File: src/common/sar_pkg.sv
// package of constants for the system access router.
// assumes one clock domain and a combinational/registered decision per request.
package sar_pkg;
    // initiator codes
    typedef enum logic [1:0] {
        SAR_INIT_CPU   = 2'h0,
        SAR_INIT_DMA   = 2'h1,
        SAR_INIT_PCI   = 2'h2,
        SAR_INIT_LOCAL = 2'h3
    } sar_init_type;
    // target codes
    typedef enum logic [2:0] {
        SAR_TGT_BOOT    = 3'h0,
        SAR_TGT_SDRAM   = 3'h1,
        SAR_TGT_PCI_MEM = 3'h2,
        SAR_TGT_PCI_IO  = 3'h3,
        SAR_TGT_PCI_CFG = 3'h4,
        SAR_TGT_EXTDEV  = 3'h5,
        SAR_TGT_INTREG  = 3'h6,
        SAR_TGT_LOCAL   = 3'h7
    } sar_tgt_type;
    // path codes for a granted access
    typedef enum logic [2:0] {
        SAR_PATH_NONE   = 3'h0,
        SAR_PATH_DIRECT = 3'h1,
        SAR_PATH_DMA    = 3'h2,
        SAR_PATH_PCIWIN = 3'h3,
        SAR_PATH_SELFCFG = 3'h4
    } sar_path_type;
    // reset base of the internal register space
    localparam logic [35:0] SAR_INTREG_BASE_RST = 36'h0_1fa0_0000;
    // pci command register reset values
    localparam logic [15:0] SAR_PCI_COMMAND_REG_RST_NEG  = 16'h0000;
    localparam logic [15:0] SAR_PCI_COMMAND_REG_RST_ASRT = 16'h0006;
    // external select lines are numbered from this one
    localparam int SAR_EXT_FIRST = 2;
    localparam int SAR_EXT_NUM   = 7;
    localparam logic [2:0] SAR_EXT_IDX_W = 3'h0;
    // cpu interface limit, in mhz, and the local clock rate
    localparam int SAR_CPU_FMAX_MHZ = 100;
    localparam int SAR_CLK_MHZ      = 125;
endpackage

File: src/core/sar_ext_sel.sv
// one external device-select slot: decides whether the slot is decodable
// and on which bus it sits. assumes synchronous inputs on clk.
`timescale 1ns/100ps
`default_nettype none
module sar_ext_sel
(
    input  wire logic clk,
    input  wire logic resetn,
    input  wire logic repurposed,    // line used for serial, dma handshake or gpio
    input  wire logic on_local_bus,  // placement of the device
    output logic      decodable_r,   // slot answers address decode
    output logic      mem_bus_r      // slot sits on memory bus
);
    always_ff @(posedge clk or negedge resetn)
    begin
        if (!resetn)
            decodable_r <= 1'b0;
        else
            decodable_r <= !repurposed;
    end

    always_ff @(posedge clk or negedge resetn)
    begin
        if (!resetn)
            mem_bus_r <= 1'b1;
        else
            mem_bus_r <= !on_local_bus;
    end
endmodule
`default_nettype wire

File: src/core/sar_cmd_reg.sv
// pci command register with strap-dependent reset value.
// the strap is caught by a clocked load after reset release, never by the async reset.
`timescale 1ns/100ps
`default_nettype none
module sar_cmd_reg
(
    input  wire logic        clk,
    input  wire logic        resetn,
    input  wire logic        central_resource_strap, // high when asserted
    input  wire logic        wr_en,                  // config write strobe
    input  wire logic [15:0] wr_data,
    output logic      [15:0] pci_command_reg
);
    import sar_pkg::*;
    logic loaded_r; // strap value has been applied

    // first edge after release marks the strap as taken
    always_ff @(posedge clk or negedge resetn)
    begin
        if (!resetn)
            loaded_r <= 1'b0;
        else
            loaded_r <= 1'b1;
    end

    always_ff @(posedge clk or negedge resetn)
    begin
        if (!resetn)
            pci_command_reg <= SAR_PCI_COMMAND_REG_RST_NEG;
        else if (!loaded_r)
            pci_command_reg <= central_resource_strap ? SAR_PCI_COMMAND_REG_RST_ASRT : SAR_PCI_COMMAND_REG_RST_NEG;
        else if (wr_en)
            pci_command_reg <= wr_data;
    end
endmodule
`default_nettype wire

File: src/core/sar_router.sv
// access routing and permission decision of the system controller.
// assumes requests arrive as one-cycle strobes with initiator, target and
// extra qualifiers already decoded; answer comes one cycle later.
`timescale 1ns/100ps
`default_nettype none
// How it works
// - internal registers decode at reset base
// - pci masters never forward foreign config
// - pci masters reach own config two ways; code uses req_self_cfg only, req_idsel unused
// - local masters served through dma logic
// - local masters never routed back locally
// - local boot/ext only on memory bus
// - repurposed select lines never decode
// - pci spaces only via windows, as master
// - pci masters get rom, sdram, ext, regs
// - external devices on either bus routed
// - command register reset follows strap
// - only pipelined non-block cpu writes
// - cpu interface up to 100 mhz
module sar_router
#(
    parameter int EXT_NUM = sar_pkg::SAR_EXT_NUM
)
(
    input  wire logic                  clk,
    input  wire logic                  resetn,
    input  wire logic                  req_valid,       // one-cycle request strobe
    input  wire sar_pkg::sar_init_type req_init,        // who asks
    input  wire sar_pkg::sar_tgt_type  req_tgt,         // what is addressed
    input  wire logic [2:0]            req_ext_idx,     // select line index minus two
    input  wire logic                  req_self_cfg,    // config aimed at this device
    input  wire logic                  req_idsel,       // idsel driven by central resource
    input  wire logic                  req_cpu_write,   // cpu non-block write
    input  wire logic                  req_cpu_pipelined, // write uses pipelined mode
    input  wire logic                  win_hit,         // a pci address window matched
    input  wire logic [EXT_NUM-1:0]    ext_repurposed,  // per-line alternate function
    input  wire logic [EXT_NUM-1:0]    ext_on_local,    // per-line placement
    input  wire logic                  central_resource_strap,
    input  wire logic                  cmd_wr_en,
    input  wire logic [15:0]           cmd_wr_data,
    input  wire logic                  base_wr_en,      // relocate internal registers
    input  wire logic [35:0]           base_wr_data,
    output logic                       rsp_valid,       // answer strobe
    output logic                       rsp_grant_r,     // access forwarded
    output logic                       rsp_error_r,     // access refused with error
    output sar_pkg::sar_path_type      rsp_path_r,      // path taken
    output logic                       rsp_pci_master_r, // device acts as pci master
    output logic                       rsp_local_bus_r, // ext device on local bus
    output logic [EXT_NUM-1:0]         ext_device_select_r, // one-hot select
    output logic [35:0]                intreg_base_r,   // internal register base
    output logic [15:0]                pci_command_reg
);
    import sar_pkg::*;

    logic [EXT_NUM-1:0] ext_ok;      // slot decodable
    logic [EXT_NUM-1:0] ext_mem;     // slot on memory bus
    logic               allow;       // permission outcome
    sar_path_type       path;        // chosen path
    logic               as_master;   // pci window used
    logic               ext_sel_ok;  // addressed slot valid
    logic               ext_sel_mem; // addressed slot on memory bus
    logic               idx_ok;      // index in range
    logic               valid_r;     // response strobe

    // one slot tracker per select line
    genvar g;
    generate
        for (g = 0; g < EXT_NUM; g++)
        begin : g_ext
            sar_ext_sel u_ext
            (
                .clk          (clk),
                .resetn       (resetn),
                .repurposed   (ext_repurposed[g]),
                .on_local_bus (ext_on_local[g]),
                .decodable_r  (ext_ok[g]),
                .mem_bus_r    (ext_mem[g])
            );
        end
    endgenerate

    // command register with strap-chosen reset
    sar_cmd_reg u_cmd
    (
        .clk                    (clk),
        .resetn                 (resetn),
        .central_resource_strap (central_resource_strap),
        .wr_en                  (cmd_wr_en),
        .wr_data                (cmd_wr_data),
        .pci_command_reg        (pci_command_reg)
    );

    always_ff @(posedge clk or negedge resetn)
    begin
        if (!resetn)
            intreg_base_r <= SAR_INTREG_BASE_RST;
        else if (base_wr_en)
            intreg_base_r <= base_wr_data;
    end

    // addressed select slot lookup; out-of-range index counts as absent
    always_comb
    begin
        idx_ok      = 32'(req_ext_idx) < EXT_NUM;
        ext_sel_ok  = 1'b0;
        ext_sel_mem = 1'b0;
        if (idx_ok)
        begin
            ext_sel_ok  = ext_ok[req_ext_idx];
            ext_sel_mem = ext_mem[req_ext_idx];
        end
    end

    // permission and path decision
    always_comb
    begin
        allow     = 1'b0;
        path      = SAR_PATH_NONE;
        as_master = 1'b0;
        case (req_tgt)
            SAR_TGT_BOOT, SAR_TGT_SDRAM, SAR_TGT_INTREG:
            begin
                // local boot needs memory bus
                // boot rom always sits on the memory bus here
                allow = 1'b1;
                path  = SAR_PATH_DIRECT;
            end
            SAR_TGT_PCI_MEM, SAR_TGT_PCI_CFG, SAR_TGT_PCI_IO:
            begin
                if (req_init == SAR_INIT_PCI)
                begin
                    allow = (req_tgt == SAR_TGT_PCI_CFG) && req_self_cfg;
                    path  = allow ? SAR_PATH_SELFCFG : SAR_PATH_NONE;
                    if (req_tgt == SAR_TGT_PCI_IO)
                        allow = 1'b0;
                end
                else
                begin
                    allow     = win_hit;
                    as_master = win_hit;
                    path      = win_hit ? SAR_PATH_PCIWIN : SAR_PATH_NONE;
                end
            end
            SAR_TGT_EXTDEV:
            begin
                allow = ext_sel_ok;
                if (req_init == SAR_INIT_LOCAL && !ext_sel_mem)
                    allow = 1'b0;
                path = allow ? SAR_PATH_DIRECT : SAR_PATH_NONE;
            end
            SAR_TGT_LOCAL:
            begin
                allow = req_init != SAR_INIT_LOCAL && req_init != SAR_INIT_PCI;
                path  = allow ? SAR_PATH_DIRECT : SAR_PATH_NONE;
            end
            default:
            begin
                allow = 1'b0;
                path  = SAR_PATH_NONE;
            end
        endcase
        // pci masters are also let through to local-bus targets? kept out: not listed
        // non-pipelined cpu writes refused
        if (req_init == SAR_INIT_CPU && req_cpu_write && !req_cpu_pipelined)
            allow = 1'b0;
        if (allow && req_init == SAR_INIT_LOCAL)
            path = SAR_PATH_DMA;
        if (!allow)
        begin
            path      = SAR_PATH_NONE;
            as_master = 1'b0;
        end
    end

    // answer strobe one cycle after the request
    always_ff @(posedge clk or negedge resetn)
    begin
        if (!resetn)
            valid_r <= 1'b0;
        else
            valid_r <= req_valid;
    end

    assign rsp_valid = valid_r;

    always_ff @(posedge clk or negedge resetn)
    begin
        if (!resetn)
        begin
            rsp_grant_r      <= 1'b0;
            rsp_error_r      <= 1'b0;
            rsp_path_r       <= SAR_PATH_NONE;
            rsp_pci_master_r <= 1'b0;
            rsp_local_bus_r  <= 1'b0;
        end
        else if (req_valid)
        begin
            rsp_grant_r      <= allow;
            rsp_error_r      <= !allow;
            rsp_path_r       <= path;
            rsp_pci_master_r <= as_master;
            rsp_local_bus_r  <= allow && req_tgt == SAR_TGT_EXTDEV && !ext_sel_mem;
        end
        else
        begin
            rsp_grant_r      <= 1'b0;
            rsp_error_r      <= 1'b0;
            rsp_path_r       <= SAR_PATH_NONE;
            rsp_pci_master_r <= 1'b0;
            rsp_local_bus_r  <= 1'b0;
        end
    end

    always_ff @(posedge clk or negedge resetn)
    begin
        if (!resetn)
            ext_device_select_r <= '0;
        else if (req_valid && allow && req_tgt == SAR_TGT_EXTDEV)
            ext_device_select_r <= EXT_NUM'(1) << req_ext_idx;
        else
            ext_device_select_r <= '0;
    end

    // logic is single-stage, so the 125 mhz clock covers the 100 mhz cpu bus
endmodule
`default_nettype wire

File: config.mk
export PLATFORM = sky130hd
export DESIGN_NAME = sar_router
export DESIGN_NICKNAME = d
export VERILOG_FILES = /design/src/common/sar_pkg.sv /design/src/core/sar_ext_sel.sv /design/src/core/sar_cmd_reg.sv /design/src/core/sar_router.sv
export SDC_FILE = /design/constraint.sdc
export NUM_CORES = 1
export LEC_CHECK = 0
export ABC_CLOCK_PERIOD_IN_PS = 1500
export BUFFER_PORTS_ARGS = -buffer_cell sky130_fd_sc_hd__buf_2
export CAP_MARGIN = 20
export CORE_ASPECT_RATIO = 1.75
export CORE_MARGIN = 2
export CORE_UTILIZATION = 44
export CTS_BUF_LIST = sky130_fd_sc_hd__clkbuf_8
export CTS_CLUSTER_DIAMETER = 100
export DETAILED_ROUTE_END_ITERATION = 8
export HOLD_SLACK_MARGIN = 0.05
export PLACE_DENSITY_LB_ADDON = 0.15
export SYNTH_ARGS = -nofsm -noshare
export SYNTH_HDL_FRONTEND = slang
export SYNTH_SLANG_ARGS = --single-unit
File: constraint.sdc
create_clock -name clk -period 1.5 [get_ports clk]
set_clock_uncertainty 0.1 [all_clocks]
set_input_delay 0 -clock clk [delete_from_list [all_inputs] [get_ports clk]]
set_output_delay 0 -clock clk [all_outputs]
set_load 0.01 [all_outputs]
==> impl_metrics.yaml <==
die:
  rows: 41
  io_pins: 152
  die-area_um2: 8260
  die_h_um: 119
  core-area_um2: 7230
  fp.dieW_um: 69.6
  start_util_pct: 45.8
worst_hold_path:
  hold_class: "input pin to flop"
  min-delay-start: "base_wr_en"
synthesis:
  async_flop_share_pct: 100
  ys_warn_count: 0
  synth_cell_types: 36
  synth_area_um2: 3310
  synth_top_cell_by_area: "dfrtp_1"
  ys_seq_area_share_pct: 62.5
  synthTopCellsByCount: "dfrtp_1 (68), mux2_2 (36), mux2i_1 (22), nor2b_1 (18), inv_1 (16)"
  synth_most_common_cell: "dfrtp_1"
  syn_inst: 239
  avgSynthCellArea_um2: 13.9
  synth_seq_cells: 82
  synth_nets: 324
  synth_top_area_share_pct: 51.4
  synth_edf_count: 0
  synth_ff_type: "dfrtp_1"
  netlist_top_cells_area: "dfrtp_1 (51%), mux2_2 (12%), dfstp_2 (11%)"
placed_design:
  dpl_worst_slack_ns: -0.394
  place_area_um2: 4230
  hpwl_um: 5200
  io_buffers: 150
  routabilityCongestion: 0.729
  dp_cells: 477
final_layout:
  num-fill-cells: 481
  antennaDiodeCount: 0
  drive_above_1_share_pct: 47.4
  stdcell_area_um2: 5490
  fin_nets: 585
  largest_reg_flops: 36
  area_growth_pct: 65.7
  finalNonFillerCells: 590
power_and_ir_drop:
  p_leak_nw: 2.75
  power_density_nw_per_um2: 983
  ir_worst_vdd_mv: 0.711
global_route:
  track_usage_pct: 21.3
  grt_max_degree: 27
  antenna_found_initial: 0
  grt_pass1_vias: 2986
  grt_pass1_wl_um: 13700
  grt_overflow: 0
drt:
  viasPerCell: 4.70
  wire_per_inst_um: 14.1
  vias: 2774
  drtPass1Iterations: 4
  postRouteAntennaNets: 0
  drc: 0
  routed_wl_um: 8340
  first_iter_violations: 113
setup_path:
  r2r-start: "g_ext[6].u_ext.mem_bus_r"
  cp_top_family: "compound AO/OA/AOI/OAI gates"
  cp_slowest_cell: "dfstp_2"
  critPathKind: "flop to flop"
  start_kind: "flop"
  worstPathMaxFanout: 6
  critPathLaunch: "g_ext[6].u_ext.mem_bus_r"
  worstSetupEndpointType: "flop"
  cp_num_buf_inv: 1
  crit_required_ns: 1.64
  path_cells: "mux2i_1 -> o211a_1 -> o211ai_1 -> buf_4 -> a211oi_4 -> o21a_1"
  critPathArrivalTime_ns: 1.79
  max_stage_delay_ns: 0.52
timing:
  tightestPinTransition_ns: 0.666
  setup_viol: 11
  finalHoldViolCount: 0
  maxSlewHeadroom_pct: 55.4
  grt_setup_unrepaired: "yes"
  finalSetupTns_ns: -1.10
  period_share_pct: 110
  hold_ws_ns: 0.0681
  report.final.slew_viol_count: 0
  max_freq_mhz: 606
  setup_slack_ns: -0.150
  fin_crit_ns: 1.65
clock_tree:
  clock_sinks: 82
  cts_max_path_buffers: 2
  cts_made_buffers: 9
  cts_root_buffer: "clkbuf_8"
  htree_num_levels: 3
  cts_tree: "yes"
  clk_latency_ns: 0.35
  clk_pin_slew_ns: 0.08
outcome:
  outcome: "finished with violations"
  violations: "setup timing"
run:
  max_cap_violations: 0
per-stage QoR:
step / util (%) / power, W
3_5_place_dp: 58.5 / 0.00322
3_3_place_gp: 58.5 / 0.00319
4_1_cts: 75.7 / 0.00544
6_report: 75.9 / 0.00539
2_1_floorplan: - / 0.00285
5_1_grt: 75.9 / 0.00565
worst paths after layout:
check | to | slack, ns | cells after the start
setup / recovery | rsp_error_r | -0.15 | 6
hold / removal | intreg_base_r[7] | 0.07 | 2
setup reg to reg | rsp_error_r | -0.15 | 6
hold reg to reg | intreg_base_r[13] | 0.40 | 1
max in group asynchronous | g_ext[1].u_ext.mem_bus_r | 0.16 | 4
min in group asynchronous | ext_device_select_r[2] | 0.55 | 3
cell families (layout without fill, tap and decap cells):
logic type | Yosys count | after routing | share of synthesized area, %
AND/OR/NAND/NOR | 52 | 52 | 10.4
AO/OA/AOI/OAI | 17 | 18 | 3.82
other | 1 | 1 | 0.113
XOR/XNOR | 1 | 1 | 0.264
flip-flops | 82 | 82 | 62.5
multiplexers | 58 | 58 | 18.9
buffers and inverters | 28 | 292 | 4.08
report_power, final:
group	leakage [nW]	switching, W	internal (W)
logic	1.63	0.000405	0.000544
clock network	0.129	0.000728	0.00126
registers	0.991	0.0000719	0.00239
total	2.75	0.00121	0.00419
repair_timing:
action	4_1_cts	5_1_grt
setup buffers	1	0
endpoints found under the hold margin	162	18
resized for setup	2	4
cloned	1	0
pin swaps	7	5
hold buffers	96	1
setup endpoints to repair	11	32
metal layers:
| layer | GRT usage, % | wire length, um | up-vias |
|---|---|---|---|
| li1 | - | - | 1329 |
| met1 | 22.6 | 2970 | 1323 |
| met2 | 38.8 | 4660 | 100 |
| met3 | 4.09 | 419 | 22 |
| met4 | 11.5 | 286 | 0 |
| met5 | 0 | 0 | - |
final cells by class:
class                           instances  area [um^2]  area share, %
Timing Repair Buffer                  261         1860           33.8
Sequential cell                        82         2070           37.7
Multi-Input combinational cell        130         1140           20.8
Clock inverter                          6          130           2.37
Inverter                               16         60.1           1.09
Clock buffer                            9          124           2.26
Tap cell                               86          108           1.96
cell usage in the layout (no fill, tap or decap), types with 3 or more instances in the layout:
master / synthesis / layout
inv_1: 16 / 16
dlygate4sd3_1: 0 / 94
a21oi_1: 4 / 4
o21a_1: 3 / 3
dfrtp_1: 68 / 68
buf_4: 0 / 14
nor4_2: 4 / 4
buf_2: 3 / 149
dfstp_2: 14 / 14
nand2_1: 3 / 3
bufinv_16: 0 / 4
mux2i_1: 22 / 22
nand2b_1: 6 / 5
clkbuf_8: 0 / 9
nor2b_1: 18 / 17
nor2_1: 10 / 10
mux2_2: 36 / 36
No activity file was read; power rests on OpenSTA's default activity.
